[src/verilog/tcpc_pkg.sv]
// shared constants, types and register map of the timer compare/pwm block
package tcpc_pkg;

    localparam int unsigned CLK_FREQ_HZ = 10_000_000;

    // register byte offsets
    localparam logic [7:0] OFS_CTRL_A = 8'h00;
    localparam logic [7:0] OFS_CTRL_B = 8'h04;
    localparam logic [7:0] OFS_COUNT = 8'h08;
    localparam logic [7:0] OFS_CMP_A = 8'h0c;
    localparam logic [7:0] OFS_CMP_B = 8'h10;
    localparam logic [7:0] OFS_STATUS = 8'h14;

    // control_reg_a field positions
    localparam int unsigned POS_ACT_A = 6;
    localparam int unsigned POS_ACT_B = 4;
    localparam int unsigned POS_WAVE_LOW = 0;
    // control_reg_b field positions
    localparam int unsigned POS_FORCE_A = 7;
    localparam int unsigned POS_FORCE_B = 6;
    localparam int unsigned POS_WAVE_TOP = 3;
    localparam int unsigned POS_CLK_SEL = 0;
    // status field positions
    localparam int unsigned POS_OVF = 0;
    localparam int unsigned POS_CMP_A_FLAG = 1;
    localparam int unsigned POS_CMP_B_FLAG = 2;

    localparam logic [7:0] COUNT_MAX = 8'hff;
    localparam logic [7:0] COUNT_BOTTOM = 8'h00;

    // prescaler tap masks for divide by 8, 64, 256 and 1024
    localparam logic [9:0] PRE_MASK_8 = 10'h007;
    localparam logic [9:0] PRE_MASK_64 = 10'h03f;
    localparam logic [9:0] PRE_MASK_256 = 10'h0ff;
    localparam logic [9:0] PRE_MASK_1024 = 10'h3ff;

    // clock select codes
    localparam logic [2:0] CS_STOP = 3'h0;
    localparam logic [2:0] CS_DIRECT = 3'h1;
    localparam logic [2:0] CS_DIV8 = 3'h2;
    localparam logic [2:0] CS_DIV64 = 3'h3;
    localparam logic [2:0] CS_DIV256 = 3'h4;
    localparam logic [2:0] CS_DIV1024 = 3'h5;
    localparam logic [2:0] CS_EXT_FALL = 3'h6;
    localparam logic [2:0] CS_EXT_RISE = 3'h7;

    // waveform mode codes
    localparam logic [2:0] WM_NORMAL = 3'h0;
    localparam logic [2:0] WM_PC_FF = 3'h1;
    localparam logic [2:0] WM_CTC = 3'h2;
    localparam logic [2:0] WM_FAST_FF = 3'h3;
    localparam logic [2:0] WM_PC_CMP = 3'h5;
    localparam logic [2:0] WM_FAST_CMP = 3'h7;

    typedef enum logic [3:0] {
        KIND_NONPWM = 4'b0001,
        KIND_FAST = 4'b0010,
        KIND_PHASE = 4'b0100,
        KIND_RSVD = 4'b1000
    } tcpc_kind_e;

    typedef struct packed {
        logic [7:0] paddr;
        logic psel;
        logic penable;
        logic pwrite;
        logic [31:0] pwdata;
    } tcpc_apb_req_s;

    typedef struct packed {
        logic [31:0] prdata;
        logic pready;
        logic pslverr;
    } tcpc_apb_rsp_s;

    typedef struct packed {
        logic [1:0] act_a;
        logic [1:0] act_b;
        logic [1:0] wave_low;
        logic wave_top;
        logic [2:0] clk_sel;
        logic [7:0] count;
        logic [7:0] cmp_a_buf;
        logic [7:0] cmp_a;
        logic [7:0] cmp_b_buf;
        logic [7:0] cmp_b;
        logic count_down;
        logic match_block;
        logic ovf_flag;
        logic cmp_a_flag;
        logic cmp_b_flag;
        logic out_a;
        logic out_b;
        logic [9:0] presc;
        logic pin_meta;
        logic pin_sync;
        logic pin_prev;
        logic [31:0] rdata;
    } tcpc_state_s;

    localparam tcpc_state_s STATE_RESET = '0;

endpackage

[src/verilog/tcpc_timer.sv]
// 8-bit timer/counter with two compare channels behind an apb slave
// Operation
// - nonzero channel B action overrides pin; driver needs direction bit set
// - non-pwm channel B: disconnected, toggle, clear or set on match
// - fast pwm channel B: 10 clear on match set at top, 11 reverse
// - phase pwm channel B: 10 clear up-match set down-match, 11 reverse
// - pwm with compare equal top and upper bit: act at top only
// - mode code picks sequence, top and wave; modes 0,2 update immediately
// - modes 1,5 phase pwm, 3,7 fast pwm; update at top; 4,6 reserved
// - overflow at max in 0,2,3, bottom in phase pwm, top in 7
// - forced compare strobes act only in non-pwm modes
// - strobe applies a match now using the current action field
// - forced compare raises no flag and never clears the counter
// - strobe bits always read zero
// - reserved control bits read zero
// - clock select: stop, direct, or prescaler taps 8/64/256/1024
// - codes 110 and 111 count falling and rising pin edges
// - pin edges count even when the pin is an output
// - counter register gives direct read and write of the count
// - a counter write blocks compare match on the next tick
// - channel A compare value is matched against counter each tick
// - pwm channel A action 01 toggles on match only if top bit set
// - phase pwm counts up to top, holds one tick, counts down
//
// Local design decisions: the APB interface to the registers and the placing of the registers.
`timescale 1ns/1ps
module tcpc_timer (
    input wire logic pclk,
    input wire logic presetn,
    input wire tcpc_pkg::tcpc_apb_req_s apb_req,
    output tcpc_pkg::tcpc_apb_rsp_s apb_rsp,
    input wire logic ext_timer_clock_pin,
    input wire logic port_dir_a,
    input wire logic port_dir_b,
    output logic wave_out_a,
    output logic wave_out_b,
    output logic pin_override_a,
    output logic pin_override_b,
    output logic pin_oe_a_n,
    output logic pin_oe_b_n
);

    tcpc_pkg::tcpc_state_s st;
    tcpc_pkg::tcpc_state_s next_st;

    // next waveform level of one channel
    function automatic logic wave_next(
        input logic cur,
        input logic [1:0] act,
        input logic is_a,
        input logic top_bit,
        input tcpc_pkg::tcpc_kind_e kind,
        input logic match,
        input logic at_top,
        input logic down,
        input logic cmp_is_top
    );
        logic r;
        r = cur;
        case (kind)
            tcpc_pkg::KIND_NONPWM: begin
                if (match) begin
                    case (act)
                        2'h1: r = ~cur;
                        2'h2: r = 1'b0;
                        2'h3: r = 1'b1;
                        default: r = cur;
                    endcase
                end
            end
            tcpc_pkg::KIND_FAST: begin
                if (act[1]) begin
                    // top action wins, match ignored when compare is top
                    if (at_top) begin
                        r = ~act[0];
                    end else if (match && !cmp_is_top) begin
                        r = act[0];
                    end
                end else if (act[0] && is_a && top_bit && match) begin
                    r = ~cur;
                end
            end
            tcpc_pkg::KIND_PHASE: begin
                if (act[1]) begin
                    if (match && cmp_is_top) begin
                        r = ~act[0];
                    end else if (match) begin
                        r = down ? ~act[0] : act[0];
                    end
                end else if (act[0] && is_a && top_bit && match) begin
                    r = ~cur;
                end
            end
            default: r = cur;
        endcase
        return r;
    endfunction

    logic [2:0] mode_code;
    tcpc_pkg::tcpc_kind_e kind;
    logic [7:0] top_value;
    logic tick;
    logic ext_rise;
    logic ext_fall;
    logic at_top;
    logic match_a;
    logic match_b;
    logic ovf_event;
    logic wr;
    logic rd_setup;
    logic addr_ok;
    logic force_a;
    logic force_b;
    logic [7:0] wbyte;
    logic [31:0] rd_mux;

    assign mode_code = {st.wave_top, st.wave_low};
    assign wbyte = apb_req.pwdata[7:0];
    assign wr = apb_req.psel & apb_req.penable & apb_req.pwrite & addr_ok;
    assign rd_setup = apb_req.psel & ~apb_req.penable & ~apb_req.pwrite;

    always_comb begin
        case (apb_req.paddr)
            tcpc_pkg::OFS_CTRL_A,
            tcpc_pkg::OFS_CTRL_B,
            tcpc_pkg::OFS_COUNT,
            tcpc_pkg::OFS_CMP_A,
            tcpc_pkg::OFS_CMP_B,
            tcpc_pkg::OFS_STATUS: addr_ok = 1'b1;
            default: addr_ok = 1'b0;
        endcase
    end

    // mode decode
    always_comb begin
        case (mode_code)
            tcpc_pkg::WM_NORMAL,
            tcpc_pkg::WM_CTC: kind = tcpc_pkg::KIND_NONPWM;
            tcpc_pkg::WM_PC_FF,
            tcpc_pkg::WM_PC_CMP: kind = tcpc_pkg::KIND_PHASE;
            tcpc_pkg::WM_FAST_FF,
            tcpc_pkg::WM_FAST_CMP: kind = tcpc_pkg::KIND_FAST;
            default: kind = tcpc_pkg::KIND_RSVD;
        endcase
        case (mode_code)
            tcpc_pkg::WM_CTC,
            tcpc_pkg::WM_PC_CMP,
            tcpc_pkg::WM_FAST_CMP: top_value = st.cmp_a;
            default: top_value = tcpc_pkg::COUNT_MAX;
        endcase
    end

    // edge detect compares the second synchroniser stage with its one-cycle delayed copy
    assign ext_rise = st.pin_sync & ~st.pin_prev;
    assign ext_fall = ~st.pin_sync & st.pin_prev;

    always_comb begin
        case (st.clk_sel)
            tcpc_pkg::CS_STOP: tick = 1'b0;
            tcpc_pkg::CS_DIRECT: tick = 1'b1;
            tcpc_pkg::CS_DIV8:
                tick = (st.presc & tcpc_pkg::PRE_MASK_8)
                    == tcpc_pkg::PRE_MASK_8;
            tcpc_pkg::CS_DIV64:
                tick = (st.presc & tcpc_pkg::PRE_MASK_64)
                    == tcpc_pkg::PRE_MASK_64;
            tcpc_pkg::CS_DIV256:
                tick = (st.presc & tcpc_pkg::PRE_MASK_256)
                    == tcpc_pkg::PRE_MASK_256;
            tcpc_pkg::CS_DIV1024:
                tick = st.presc == tcpc_pkg::PRE_MASK_1024;
            // pin is used whatever its direction
            tcpc_pkg::CS_EXT_FALL: tick = ext_fall;
            tcpc_pkg::CS_EXT_RISE: tick = ext_rise;
            default: tick = 1'b0;
        endcase
    end

    assign at_top = tick & (st.count == top_value);
    assign match_a = tick & ~st.match_block
        & (st.count == st.cmp_a);
    assign match_b = tick & ~st.match_block & (st.count == st.cmp_b);

    always_comb begin
        case (mode_code)
            tcpc_pkg::WM_NORMAL,
            tcpc_pkg::WM_CTC,
            tcpc_pkg::WM_FAST_FF:
                ovf_event = tick & (st.count == tcpc_pkg::COUNT_MAX);
            tcpc_pkg::WM_PC_FF,
            tcpc_pkg::WM_PC_CMP:
                ovf_event = tick & st.count_down
                    & (st.count == tcpc_pkg::COUNT_BOTTOM);
            tcpc_pkg::WM_FAST_CMP: ovf_event = at_top;
            default: ovf_event = 1'b0;
        endcase
    end

    // strobes only in non-pwm modes; pwm writes of strobes are ignored
    assign force_a = wr & (apb_req.paddr == tcpc_pkg::OFS_CTRL_B)
        & wbyte[tcpc_pkg::POS_FORCE_A]
        & (kind == tcpc_pkg::KIND_NONPWM);
    assign force_b = wr & (apb_req.paddr == tcpc_pkg::OFS_CTRL_B)
        & wbyte[tcpc_pkg::POS_FORCE_B]
        & (kind == tcpc_pkg::KIND_NONPWM);

    always_comb begin
        rd_mux = '0;
        case (apb_req.paddr)
            tcpc_pkg::OFS_CTRL_A:
                rd_mux[7:0] = {st.act_a, st.act_b, 2'h0,
                    st.wave_low};
            tcpc_pkg::OFS_CTRL_B:
                rd_mux[7:0] = {2'h0, 2'h0, st.wave_top,
                    st.clk_sel};
            tcpc_pkg::OFS_COUNT: rd_mux[7:0] = st.count;
            tcpc_pkg::OFS_CMP_A: rd_mux[7:0] = st.cmp_a_buf;
            tcpc_pkg::OFS_CMP_B: rd_mux[7:0] = st.cmp_b_buf;
            tcpc_pkg::OFS_STATUS:
                rd_mux[2:0] = {st.cmp_b_flag, st.cmp_a_flag, st.ovf_flag};
            default: rd_mux = '0;
        endcase
    end

    always_comb begin
        next_st = st;
        next_st.presc = st.presc + 10'h001;
        next_st.pin_meta = ext_timer_clock_pin;
        next_st.pin_sync = st.pin_meta;
        next_st.pin_prev = st.pin_sync;
        if (rd_setup) begin
            next_st.rdata = rd_mux;
        end

        // counting sequence
        if (tick) begin
            next_st.match_block = 1'b0;
            if (kind == tcpc_pkg::KIND_PHASE) begin
                if (!st.count_down) begin
                    if (st.count == top_value) begin
                        // top lasts one tick, then turn round
                        next_st.count_down = 1'b1;
                        next_st.count = st.count - 8'h01;
                    end else begin
                        next_st.count = st.count + 8'h01;
                    end
                end else if (st.count == tcpc_pkg::COUNT_BOTTOM) begin
                    next_st.count_down = 1'b0;
                    next_st.count = st.count + 8'h01;
                end else begin
                    next_st.count = st.count - 8'h01;
                end
            end else if (st.count == top_value) begin
                next_st.count = tcpc_pkg::COUNT_BOTTOM;
                next_st.count_down = 1'b0;
            end else begin
                next_st.count = st.count + 8'h01;
                next_st.count_down = 1'b0;
            end
        end

        // double-buffered compare values load at top in pwm modes
        if (at_top && (kind == tcpc_pkg::KIND_FAST
                || kind == tcpc_pkg::KIND_PHASE)) begin
            next_st.cmp_a = st.cmp_a_buf;
            next_st.cmp_b = st.cmp_b_buf;
        end

        next_st.out_a = wave_next(st.out_a, st.act_a, 1'b1, st.wave_top,
            kind, match_a, at_top, st.count_down, st.cmp_a == top_value);
        next_st.out_b = wave_next(st.out_b, st.act_b, 1'b0, st.wave_top,
            kind, match_b, at_top, st.count_down, st.cmp_b == top_value);
        // forced match uses the action field as it stands now
        if (force_a) begin
            next_st.out_a = wave_next(st.out_a, st.act_a, 1'b1, st.wave_top,
                kind, 1'b1, 1'b0, 1'b0, 1'b0);
        end
        if (force_b) begin
            next_st.out_b = wave_next(st.out_b, st.act_b, 1'b0, st.wave_top,
                kind, 1'b1, 1'b0, 1'b0, 1'b0);
        end

        // software writes; hardware set wins over write-one clear
        if (wr) begin
            case (apb_req.paddr)
                tcpc_pkg::OFS_CTRL_A: begin
                    next_st.act_a = wbyte[tcpc_pkg::POS_ACT_A +: 2];
                    next_st.act_b = wbyte[tcpc_pkg::POS_ACT_B +: 2];
                    next_st.wave_low = wbyte[tcpc_pkg::POS_WAVE_LOW +: 2];
                end
                tcpc_pkg::OFS_CTRL_B: begin
                    next_st.wave_top = wbyte[tcpc_pkg::POS_WAVE_TOP];
                    next_st.clk_sel = wbyte[tcpc_pkg::POS_CLK_SEL +: 3];
                end
                tcpc_pkg::OFS_COUNT: begin
                    next_st.count = wbyte;
                    next_st.match_block = 1'b1;
                end
                tcpc_pkg::OFS_CMP_A: begin
                    next_st.cmp_a_buf = wbyte;
                    if (kind == tcpc_pkg::KIND_NONPWM
                            || kind == tcpc_pkg::KIND_RSVD) begin
                        next_st.cmp_a = wbyte;
                    end
                end
                tcpc_pkg::OFS_CMP_B: begin
                    next_st.cmp_b_buf = wbyte;
                    if (kind == tcpc_pkg::KIND_NONPWM
                            || kind == tcpc_pkg::KIND_RSVD) begin
                        next_st.cmp_b = wbyte;
                    end
                end
                tcpc_pkg::OFS_STATUS: begin
                    if (wbyte[tcpc_pkg::POS_OVF]) begin
                        next_st.ovf_flag = 1'b0;
                    end
                    if (wbyte[tcpc_pkg::POS_CMP_A_FLAG]) begin
                        next_st.cmp_a_flag = 1'b0;
                    end
                    if (wbyte[tcpc_pkg::POS_CMP_B_FLAG]) begin
                        next_st.cmp_b_flag = 1'b0;
                    end
                end
                default: next_st.count = next_st.count;
            endcase
        end
        // flags come only from counting events (overflow and compare matches), never from strobes
        if (ovf_event) begin
            next_st.ovf_flag = 1'b1;
        end
        if (match_a) begin
            next_st.cmp_a_flag = 1'b1;
        end
        if (match_b) begin
            next_st.cmp_b_flag = 1'b1;
        end
    end

    always_ff @(posedge pclk or negedge presetn) begin
        if (!presetn) begin
            st <= tcpc_pkg::STATE_RESET;
        end else begin
            st <= next_st;
        end
    end

    // zero-wait slave; read data captured in the setup cycle
    assign apb_rsp.prdata = st.rdata;
    assign apb_rsp.pready = 1'b1;
    assign apb_rsp.pslverr = apb_req.psel & apb_req.penable & ~addr_ok;

    assign wave_out_a = st.out_a;
    assign wave_out_b = st.out_b;
    assign pin_override_a = |st.act_a;
    assign pin_override_b = |st.act_b;
    assign pin_oe_a_n = ~(pin_override_a & port_dir_a);
    assign pin_oe_b_n = ~(pin_override_b & port_dir_b);

endmodule

[config.mk]
export PLATFORM = sky130hd
export DESIGN_NAME = tcpc_timer
export DESIGN_NICKNAME = d
export VERILOG_FILES = /design/src/verilog/tcpc_pkg.sv /design/src/verilog/tcpc_timer.sv
export SDC_FILE = /design/constraint.sdc
export NUM_CORES = 1
export LEC_CHECK = 0
export ABC_CLOCK_PERIOD_IN_PS = 3500
export BUFFER_PORTS_ARGS = -buffer_cell sky130_fd_sc_hd__buf_2
export CELL_PAD_IN_SITES_DETAIL_PLACEMENT = 2
export CELL_PAD_IN_SITES_GLOBAL_PLACEMENT = 2
export CORE_MARGIN = 10
export CORE_UTILIZATION = 35
export DETAILED_ROUTE_END_ITERATION = 10
export HOLD_SLACK_MARGIN = 0.15
export PLACE_DENSITY = 0.93
export SETUP_SLACK_MARGIN = 0.5
export SYNTH_ARGS = -nofsm -noshare
export SYNTH_HDL_FRONTEND = slang
export SYNTH_SLANG_ARGS = --single-unit
[constraint.sdc]
create_clock -name pclk -period 3.5 [get_ports pclk]
set_clock_uncertainty 0.1 [all_clocks]
set_input_delay 0.7 -clock pclk [delete_from_list [all_inputs] [get_ports pclk]]
set_output_delay 0.7 -clock pclk [all_outputs]
set_load 0.02 [all_outputs]
==> impl_metrics.json, run 1 <==
{
  "rsz0062_at_grt": "yes",
  "fin_cells": 812,
  "min_period_ps": 3030,
  "wl_per_cell_um": 29.8,
  "final_nets": 676,
  "firstDrtPassIters": 5,
  "worst_pin_slew_ps": 1050,
  "slew_viol_final": 0,
  "setup_tns_ps": 0,
  "first_global_vias": 5803,
  "worst-path-buf-inv": 1,
  "ys_types": 71,
  "hold_end": "next_st[32]$_DFF_PN0_",
  "hold_viol": 0,
  "cts_tree": "built",
  "min_path_type": "reg -> reg",
  "synth_edf_count": 0,
  "postSynthCellCount": 592,
  "dp_hpwl_mm": 15.0,
  "dr.first_iter.drc_count": 490,
  "pin_count": 88,
  "p_per_area_nw_per_um2": 404,
  "p_leak_nw": 2.70,
  "fin_crit_sh": 0.864,
  "drt-total-wl_mm": 24.2,
  "cts_htree_levels": 3,
  "synth_seq_cells": 78,
  "grt_usage": 0.234,
  "r2r_end": "st[91]$_DFF_PN0_",
  "seq_area_frac_synth": 0.373,
  "r2r_start": "mode_code[0]$_DFFE_PN0P_",
  "crit_type": "reg -> reg",
  "crit_chain": "or4b_1 -> o211ai_1 -> a311oi_2 -> or4_4 -> a21oi_4 -> buf_6 -> o32ai_2 -> a311o_1 -> o21a_1",
  "postRouteAntennaNets": 0,
  "avgSynthCellArea_um2": 8.84,
  "place.port_buffers": 38,
  "clock_latency_ps": 360,
  "crit_required_ps": 3640,
  "die_y_um": 142,
  "start_kind": "register",
  "synthFlopType": "dfrtp_1",
  "peakVddDrop_v": 0.000255,
  "vias_per_cell": 6.36,
  "antenna_found_initial": 0,
  "fmax_mhz": 330,
  "yosys.area.top_type": "dfrtp_1",
  "grt_first_pass_wirelength_mm": 36.4,
  "numCtsBuffers": 9,
  "cts.clk_slew.worst_paths_ps": 70,
  "cp_slowest_cell": "or4_4",
  "gp_congestion": 0.874,
  "synthTopCellsByArea": "dfrtp_1 (37%), mux2_2 (5.8%), buf_4 (4.9%)",
  "start_util": 0.359,
  "synth-async-reset-ratio": 1.00,
  "clockRootBuffer": "clkbuf_16",
  "cts_hold_buf": 0,
  "cts_max_path_buffers": 2,
  "diodes": 0,
  "worstPathArrival_ps": 3170,
  "maxCapViolCount": 0,
  "yosysWarningCount": 0,
  "drcViolationCount": 0,
  "r2r_slack_ps": 470,
  "path_delay_family": "compound AO/OA/AOI/OAI gates",
  "hp-start": "next_st[33]$_DFF_PN0_",
  "grt_max_degree": 79,
  "dieArea_um2": 20200,
  "synth_area_um2": 5230,
  "hold_path_depth": 0,
  "vias": 5164,
  "drive_gt1_frac": 0.271,
  "area_delta_synth_final_pct": 17.0,
  "setup_viol": 0,
  "finalPower_mw": 2.48,
  "row_count": 44,
  "netlist.area_leader.share": 0.373,
  "rr_worst_depth": 9,
  "worstSetupEndpointType": "register",
  "core_um2": 14600,
  "critPathMaxStageDelay_ps": 540,
  "relSlewSlack": 0.301,
  "cts_sinks": 78,
  "grt-ovfl-total": 0,
  "dp.cells": 781,
  "status": "completed",
  "cp_max_fo": 6,
  "die_w_um": 142
}
registers in the layout, indices dropped and copies added (netlist names):
signal      count
st             63
apb_rsp         8
mode_code       3
next_st         2
wave_out_a      1
wave_out_b      1
cell usage in the layout (no fill, tap or decap), types with 3 or more instances in the layout:
master,count
dfrtp_1,72
nor2_1,65
nand2_1,56
buf_2,37
buf_4,35
mux2_2,27
conb_1,25
xor2_1,23
o21ai_0,19
o22ai_1,19
a21oi_1,16
nand3_1,14
nor3_1,13
clkbuf_16,9
inv_1,8
nor2b_1,8
and3_1,8
o21ai_1,7
nor4_2,7
mux2i_1,7
xnor2_1,7
or2_2,6
o31ai_1,6
nor4_1,6
dfrtp_2,6
nand2b_1,5
o211ai_1,5
or3_1,5
nor3b_1,5
a221oi_1,5
a32oi_1,4
a22o_1,4
ha_1,4
nand3b_1,3
nor4bb_1,3
a311oi_1,3
synth_stat cells, types with 3 or more instances:
master / n
a211oi_1: 3
a21oi_1: 18
a221oi_1: 6
a22o_1: 4
a22oi_1: 4
a311oi_1: 4
a32oi_1: 4
and3_1: 8
and4_1: 4
buf_1: 7
buf_2: 5
buf_4: 34
clkbuf_1: 30
dfrtp_1: 78
ha_1: 5
inv_1: 8
mux2_2: 27
mux2i_1: 8
nand2_1: 56
nand2b_1: 5
nand3_1: 14
nand3b_1: 3
nor2_1: 67
nor2b_1: 8
nor3_1: 14
nor3b_1: 5
nor4_1: 13
nor4bb_1: 3
o211ai_1: 5
o21ai_0: 26
o22ai_1: 19
o31ai_1: 8
or2_2: 6
or3_1: 5
or4_1: 3
xnor2_1: 7
xor2_1: 23
metrics by stage:
step	worst slack, ps	hold WS [ps]	area, um^2	util
finish	474	262	6120	0.420
global route	344	278	6120	0.420
CTS	463	265	6000	0.411
detailed placement	127	242	5470	0.375
global placement	230	244	5470	0.375
floorplan	636	231	5320	-
per-layer routing:
layer / up-vias / track usage / wire length (um)
li1: 2141 / - / -
met1: 2688 / 0.270 / 9450
met2: 238 / 0.391 / 12000
met3: 97 / 0.0471 / 1410
met4: 0 / 0.144 / 1330
met5: - / 0 / 0
power by group:
part	leakage, nW	internal [mW]	switching [mW]
combinational	1.54	0.162	0.316
clock	0.142	0.573	0.418
sequential	1.02	0.937	0.0690
total	2.70	1.67	0.804
kinds of logic (layout without fill, tap and decap cells):
family	after synthesis	in the layout	synth area share
and+or+nand+nor	233	233	0.232
AOI/OAI and AO/OA	121	121	0.159
buffers and inverters	85	98	0.0880
DFF	78	78	0.373
muxes	38	38	0.0842
xor gates and xnor gates	30	30	0.0502
adders and majority gates	5	5	0.0120
other	2	25	0.00144
how the worst max path moves through the flow:
stage                             start                      to  slack, ps  depth (start not counted)
6_report       mode_code[0]$_DFFE_PN0P_        st[91]$_DFF_PN0_        470                          9
5_1_grt        mode_code[2]$_DFFE_PN0N_        st[89]$_DFF_PN0_        340                          9
4_1_cts        mode_code[2]$_DFFE_PN0N_  wave_out_b$_DFFE_PN0P_        460                          8
3_5_place_dp   mode_code[2]$_DFFE_PN0N_        st[69]$_DFF_PN0_        130                          9
3_3_place_gp           st[35]$_DFF_PN0_  wave_out_b$_DFFE_PN0P_        230                         10
2_1_floorplan          st[35]$_DFF_PN0_        st[89]$_DFF_PN0_        640                         10
timing repair:
action | in CTS | in global routing
endpoints found under the setup margin | 27 | 23
pin swaps | 13 | 11
gates resized for setup | 35 | 24
cloned | 0 | 0
buffers inserted | 11 | 4
endpoints found under the hold margin | 0 | 0
area by class of cell:
cell class / count / area [um^2]
clock inverter: 5 / 58.8
sequential: 78 / 1960
multi-input combinational: 452 / 3130
fill: 1528 / 8470
timing repair buffer: 74 / 470
clock buffer: 11 / 243
tap: 184 / 230
inverter: 8 / 30.0
(Power assumes the default switching activity.)
==> run 2, diff against run 1 <==
--- a/config.mk
+++ b/config.mk
@@ -5,15 +5,16 @@
 export SDC_FILE = /design/constraint.sdc
 export NUM_CORES = 1
 export LEC_CHECK = 0
+export ABC_AREA = 1
 export ABC_CLOCK_PERIOD_IN_PS = 3500
 export BUFFER_PORTS_ARGS = -buffer_cell sky130_fd_sc_hd__buf_2
 export CELL_PAD_IN_SITES_DETAIL_PLACEMENT = 2
 export CELL_PAD_IN_SITES_GLOBAL_PLACEMENT = 2
 export CORE_MARGIN = 10
-export CORE_UTILIZATION = 35
+export CORE_UTILIZATION = 32
 export DETAILED_ROUTE_END_ITERATION = 10
 export HOLD_SLACK_MARGIN = 0.15
-export PLACE_DENSITY = 0.93
+export PLACE_DENSITY = 0.91
 export SETUP_SLACK_MARGIN = 0.5
 export SYNTH_ARGS = -nofsm -noshare
 export SYNTH_HDL_FRONTEND = slang
==> run 2 against run 1 <==
Compared with the run above: critical path depth up 4; non-clock buffer count fell by 25; power rose by 5.7%; clock power decreased by 2%; worst setup slack better by 300 ps; first-iteration DRC count decreased by 31%; core utilization shrank 5.2 points; sequential power is 4% higher; synthesized area fell by 3.1%; clock-buffer cell count is 1 lower; synthesized cell count is 16% higher.
==> impl_metrics.json, run 2 <==
{
  "avgSynthCellArea_um2": 7.38,
  "first_global_vias": 5751,
  "wl_met3_mm": 1.19,
  "swShare": 0.354,
  "grt_max_degree": 79,
  "setup_viol": 0,
  "drcViolationCount": 0,
  "worst_pin_slew_ps": 1060,
  "crit_required_ps": 3640,
  "yosysMostFrequentCell": "nand2_1",
  "start_util": 0.330,
  "worstSetupEndpointType": "register",
  "yosys.area.top_type": "dfrtp_1",
  "status": "completed",
  "pin_count": 88,
  "maxUsedRoutingLayer": "met4",
  "grt-ovfl-total": 0,
  "maxCapViolCount": 0,
  "die_w_um": 146,
  "dieArea_um2": 21300,
  "drt-total-wl_mm": 21.5,
  "postSynthCellCount": 687,
  "min_path_type": "reg -> reg",
  "cts_hold_buf": 0,
  "power_frac_comb": 0.225,
  "core_um2": 15400,
  "dp_hpwl_mm": 15.3,
  "finalPower_mw": 2.62,
  "gp_congestion": 0.941,
  "synth_seq_cells": 78,
  "final_cell_mix": "nand2_1 (175), dfrtp_1 (77), inv_1 (76), o21ai_0 (53), nor2_1 (51)",
  "rsz0062_at_grt": "no",
  "slew_viol_final": 0,
  "diodes": 0,
  "hold_viol": 0,
  "seq_power_share": 0.403,
  "p_leak_nw": 2.77,
  "cts_sinks": 78,
  "wl_met1_mm": 8.60,
  "synthTopCellsByArea": "dfrtp_1 (38%), nand2_1 (13%), xor2_1 (5.9%)",
  "synthFlopType": "dfrtp_1",
  "setup_tns_ps": 0,
  "rr_worst_depth": 13,
  "clock_latency_ps": 350,
  "cp_max_fo": 21,
  "seq_area_frac_synth": 0.385,
  "grt_first_pass_wirelength_mm": 33.5,
  "yosysWarningCount": 0,
  "synth-async-reset-ratio": 1.00,
  "p_int_mw": 1.69,
  "synth_area_um2": 5070,
  "start_kind": "register",
  "cts_htree_levels": 3,
  "top_register": "st",
  "synth_common_cells": "nand2_1 (175), dfrtp_1 (78), inv_1 (76), o21ai_0 (53), nor2_1 (52)",
  "peakVddDrop_v": 0.000235,
  "cts_tree": "built",
  "power.switching_mw": 0.928,
  "clockRootBuffer": "clkbuf_16",
  "largest_register_ffs": 63,
  "grt_usage": 0.197,
  "ys_types": 42,
  "fin_crit_sh": 0.780,
  "mostFrequentLayoutCell": "nand2_1",
  "fin_ws_ps": 772,
  "netlist.area_leader.share": 0.385,
  "worstPathArrival_ps": 2870,
  "numCtsBuffers": 9,
  "postRouteAntennaNets": 0,
  "area_delta_synth_final_pct": 11.5,
  "final_nets": 770,
  "cts_max_path_buffers": 2,
  "fmax_mhz": 367,
  "min_period_ps": 2730,
  "vias": 4989,
  "dr.first_iter.drc_count": 340,
  "p_per_area_nw_per_um2": 463,
  "synth_edf_count": 0,
  "place.port_buffers": 38,
  "firstDrtPassIters": 5,
  "row_count": 45,
  "die_y_um": 146,
  "wl_per_cell_um": 23.0,
  "crit_type": "reg -> reg",
  "whs_ps": 262,
  "vias_per_cell": 5.35,
  "clkPwrFrac": 0.372,
  "antenna_found_initial": 0,
  "wl_met2_mm": 10.7,
  "pre_cts_slack_ps": 580,
  "cts.clk_slew.worst_paths_ps": 70,
  "r2r_slack_ps": 770,
  "relSlewSlack": 0.291,
  "drive_gt1_frac": 0.119,
  "hold_path_depth": 0
}
[run 2: cell count changes in the layout (fill, tap and decap cells not counted), sizes merged, moves of 11 or more]
cell,delta
mux2,-26
o21ai,+27
inv,+70
nand2,+125
buf,-25
xor2,+11
nand3,+35
nor4,-14
[run 2: final timing paths]
check	startpoint	end
max in group asynchronous	presetn	mode_code[0]$_DFFE_PN0P_
worst max register to register	mode_code[0]$_DFFE_PN0P_	st[59]$_DFF_PN0_
worst min-delay path	next_st[33]$_DFF_PN0_	next_st[32]$_DFF_PN0_
worst min register to register	next_st[33]$_DFF_PN0_	next_st[32]$_DFF_PN0_
min in group asynchronous	presetn	st[39]$_DFF_PN0_
worst max-delay path	mode_code[0]$_DFFE_PN0P_	st[59]$_DFF_PN0_
[run 2: final cells by class]
class | instances | area, um^2
clock buffers | 10 | 239
clock inverters | 6 | 61.3
fillers | 1801 | 9720
inverters | 82 | 310
multi-input cells | 497 | 2550
flip-flops and latches | 78 | 1950
well taps | 211 | 264
repair buffers | 49 | 275
[run 2: worst max-delay path: stages (launching register included)]
cell      delay [ps]
dfrtp_2          530
nor2_4           200
nand2_2           90
nand2_4          190
nand2_1          150
nand2_1          110
nand3_1          140
nor2_2           160
nand3_2          150
inv_2            130
nand2_4          170
nand2_2          190
nor2_1            60
a211oi_1         230
[run 2: kinds of logic (layout without fill, tap and decap cells)]
| logic type | Yosys count | count (layout) | synth area share |
|---|---|---|---|
| simple gates | 306 | 306 | 0.257 |
| buf+inv | 135 | 147 | 0.130 |
| compound gates | 118 | 118 | 0.139 |
| flops | 78 | 78 | 0.385 |
| xor+xnor | 41 | 41 | 0.0708 |
| fa+ha+maj | 5 | 5 | 0.0123 |
| other cells | 2 | 25 | 0.00148 |
| mux | 2 | 2 | 0.00444 |
[run 2: power groups by stage]
stage          combinational, mW  clock (mW)  sequential (mW)
3_5_place_dp               0.573           0             1.07
5_1_grt                    0.655        1.03             1.06
2_1_floorplan              0.473           0            0.978
3_3_place_gp               0.525           0             1.06
6_report                   0.588       0.975             1.05
4_1_cts                    0.587       0.984             1.05
[run 2: repair_timing]
item	in CTS	in global routing
gates resized for setup	0	3
setup buffers	0	0
endpoints found under the hold margin	0	0
setup endpoints to repair	0	16
[run 2: per-layer routing]
| metal | up-vias | global-route usage |
|---|---|---|
| met2 | 186 | 0.342 |
| met3 | 62 | 0.0397 |
| met5 | - | 0 |
| met4 | 0 | 0.101 |
| li1 | 2233 | - |
| met1 | 2508 | 0.223 |
[run 2: through the flow]
step                      cells   util  cell area, um^2
final                       933  0.368             5660
after global routing        933  0.368             5660
after CTS                   933  0.367             5650
after detailed placement    917  0.348             5350
after global placement      917  0.348             5350
after floorplan             710      -             5160
==> run 3, diff against run 2 <==
--- a/config.mk
+++ b/config.mk
@@ -5,16 +5,16 @@
 export SDC_FILE = /design/constraint.sdc
 export NUM_CORES = 1
 export LEC_CHECK = 0
-export ABC_AREA = 1
-export ABC_CLOCK_PERIOD_IN_PS = 3500
+export ABC_AREA = 0
+export ABC_CLOCK_PERIOD_IN_PS = 2220
 export BUFFER_PORTS_ARGS = -buffer_cell sky130_fd_sc_hd__buf_2
 export CELL_PAD_IN_SITES_DETAIL_PLACEMENT = 2
 export CELL_PAD_IN_SITES_GLOBAL_PLACEMENT = 2
 export CORE_MARGIN = 10
-export CORE_UTILIZATION = 32
+export CORE_UTILIZATION = 31
 export DETAILED_ROUTE_END_ITERATION = 10
 export HOLD_SLACK_MARGIN = 0.15
-export PLACE_DENSITY = 0.91
+export PLACE_DENSITY = 0.87
 export SETUP_SLACK_MARGIN = 0.5
 export SYNTH_ARGS = -nofsm -noshare
 export SYNTH_HDL_FRONTEND = slang
==> constraint.sdc (replaced) <==
create_clock -name pclk -period 2.22 [get_ports pclk]
set_clock_uncertainty 0.1 [all_clocks]
set_input_delay 0.444 -clock pclk [delete_from_list [all_inputs] [get_ports pclk]]
set_output_delay 0.444 -clock pclk [all_outputs]
set_load 0.02 [all_outputs]
==> run 3 against run 2 <==
Compared with the run above: the flow now finishes with violations (negative setup slack); critical path depth decreased by 4; design area increased by 54%; global-route usage increased by 12 points; power increased by 86%; register-to-register slack got worse by 2000 ps; sequential power increased by 51%; core utilization increased by 16 points; first-iteration DRC count increased to 2.6 times the previous value; routed wire length increased by 97%; worst setup slack got worse by 2000 ps; via count increased by 37%.
==> impl_metrics.json, run 3 (synthesis gave the netlist of run 1 again) <==
{
  "status": "finished, violations left",
  "violations": "negative setup slack",
  "swShare": 0.369,
  "grt_first_pass_wirelength_mm": 52.1,
  "final_nets": 836,
  "drt-total-wl_mm": 42.3,
  "cts_htree_levels": 3,
  "cts_sinks": 78,
  "crit_start": "st[84]$_DFF_PN0_",
  "vias": 6824,
  "fmax_mhz": 291,
  "clockRootBuffer": "clkbuf_16",
  "antenna_found_initial": 2,
  "register_area_um2": 1960,
  "p_per_area_nw_per_um2": 560,
  "grt_max_degree": 45,
  "slew_viol_final": 0,
  "pre_cts_slack_ps": -1080,
  "cts_max_path_buffers": 2,
  "setup_viol": 31,
  "worst-path-buf-inv": 3,
  "p_int_mw": 3.07,
  "min_path_type": "reg -> reg",
  "dp_hpwl_mm": 20.0,
  "cp_max_fo": 7,
  "numCtsBuffers": 9,
  "grt-ovfl-total": 0,
  "crit_type": "reg -> reg",
  "power.switching_mw": 1.80,
  "place.port_buffers": 38,
  "firstDrtPassIters": 5,
  "dieArea_um2": 22500,
  "drcViolationCount": 0,
  "cts_tree": "built",
  "row_count": 47,
  "wl_per_cell_um": 41.9,
  "hold_viol": 0,
  "setup_tns_ps": -30110,
  "path_delay_family": "simple AND/OR/NAND/NOR gates",
  "relSlewSlack": 0.320,
  "rsz0062_at_grt": "yes",
  "area_delta_synth_final_pct": 66.5,
  "grt_usage": 0.319,
  "start_kind": "register",
  "crit_top_cell": "buf_4",
  "maxCapViolCount": 0,
  "clock_latency_ps": 380,
  "n_fill_cell": 1638,
  "start_util": 0.315,
  "postRouteAntennaNets": 0,
  "worst_pin_slew_ps": 1010,
  "cp_slowest_cell": "nor3_1",
  "p_leak_nw": 3.83,
  "min_period_ps": 3430,
  "first_global_vias": 7020,
  "seq_power_share": 0.327,
  "critPathMaxStageDelay_ps": 900,
  "vias_per_cell": 6.76,
  "worstSetupEndpointType": "register",
  "drive_gt1_frac": 0.542,
  "whs_ps": 271,
  "die_y_um": 150,
  "fin_ws_ps": -1210,
  "largest_register_ffs": 63,
  "power_frac_comb": 0.275,
  "gp_congestion": 0.956,
  "worstPathArrival_ps": 3650,
  "multi_input_area_um2": 4010,
  "clkPwrFrac": 0.398,
  "crit_chain": "buf_4 -> buf_6 -> ha_1 -> and3_1 -> nand3_1 -> nor3_1 -> o311ai_4 -> buf_4 -> nand2_1",
  "finalPower_mw": 4.87,
  "r2r_start": "st[84]$_DFF_PN0_",
  "core_um2": 16600,
  "crit_required_ps": 2440,
  "mostFrequentLayoutCell": "buf_4",
  "final_cell_mix": "buf_4 (134), dfrtp_1 (71), buf_6 (48), nand2_1 (47), nor2_1 (37)",
  "pin_count": 88,
  "fin_crit_sh": 1.55,
  "cts.clk_slew.worst_paths_ps": 80,
  "peakVddDrop_v": 0.000445,
  "die_w_um": 150,
  "hp-start": "next_st[33]$_DFF_PN0_",
  "dr.first_iter.drc_count": 874,
  "top_register": "st"
}
==> run 3: changes by cell type in the layout (fill, tap and decap cells not counted), sizes merged, moves of 14 or more <==
cell   delta
nor4     +14
nand3    -35
nand2   -125
buf     +181
mux2     +26
o21ai    -27
inv      -70
==> run 3: power by group through the flow <==
stage	sequential, mW	clock (mW)	combinational, mW
floorplan	1.54	0	0.489
global placement	1.56	0	0.813
detailed placement	1.57	0	0.896
CTS	1.55	1.84	1.07
global route	1.59	1.96	1.34
finish	1.59	1.94	1.34
==> run 3: area by class of cell <==
class	instances	share of cell area
diodes	1	0.000287
well taps	220	0.0316
inverters	8	0.00345
repair buffers	233	0.239
clock buffers	11	0.0279
multi-input cells	453	0.461
clock inverters	5	0.0122
flip-flops and latches	78	0.225
==> run 3: per-layer routing <==
metal	GRT usage	wire (um)
met1	0.361	14700
met2	0.517	18900
met3	0.0818	4450
met4	0.220	4210
met5	0	0
==> run 3: what timing repair did <==
item                       in CTS  in global routing
hold endpoints to repair       35                  0
setup endpoints to repair      66                 66
cloned                          2                  1
resized for setup             169                 93
pin swaps                      52                 48
hold buffers                    2                  0
setup buffers                  32                 31
==> run 3: final timing paths <==
path,to,slack [ps],cells past startpoint
worst max-delay path,st[49]$_DFFE_PN0P_,-1210,9
max in group asynchronous,st[100]$_DFFE_PN0P_,820,3
worst min-delay path,next_st[32]$_DFF_PN0_,270,0
worst min register to register,next_st[32]$_DFF_PN0_,270,0
worst max register to register,st[49]$_DFFE_PN0P_,-1210,9
min in group asynchronous,st[60]$_DFFE_PN0P_,490,2
==> run 3: worst reg2reg max path, cell delays in order (launching register included) <==
cell and delay [ps]:
dfrtp_1 500, buf_4 250, buf_6 200, ha_1 320, and3_1 310, nand3_1 290
nor3_1 900, o311ai_4 240, buf_4 200, nand2_1 60
==> run 3: stage by stage <==
stage | utilization | std cells | instance area [um^2]
floorplan | - | 615 | 5620
global placement | 0.398 | 924 | 6600
global route | 0.525 | 1008 | 8710
CTS | 0.481 | 976 | 7970
detailed placement | 0.398 | 924 | 6600
finish | 0.525 | 1009 | 8710
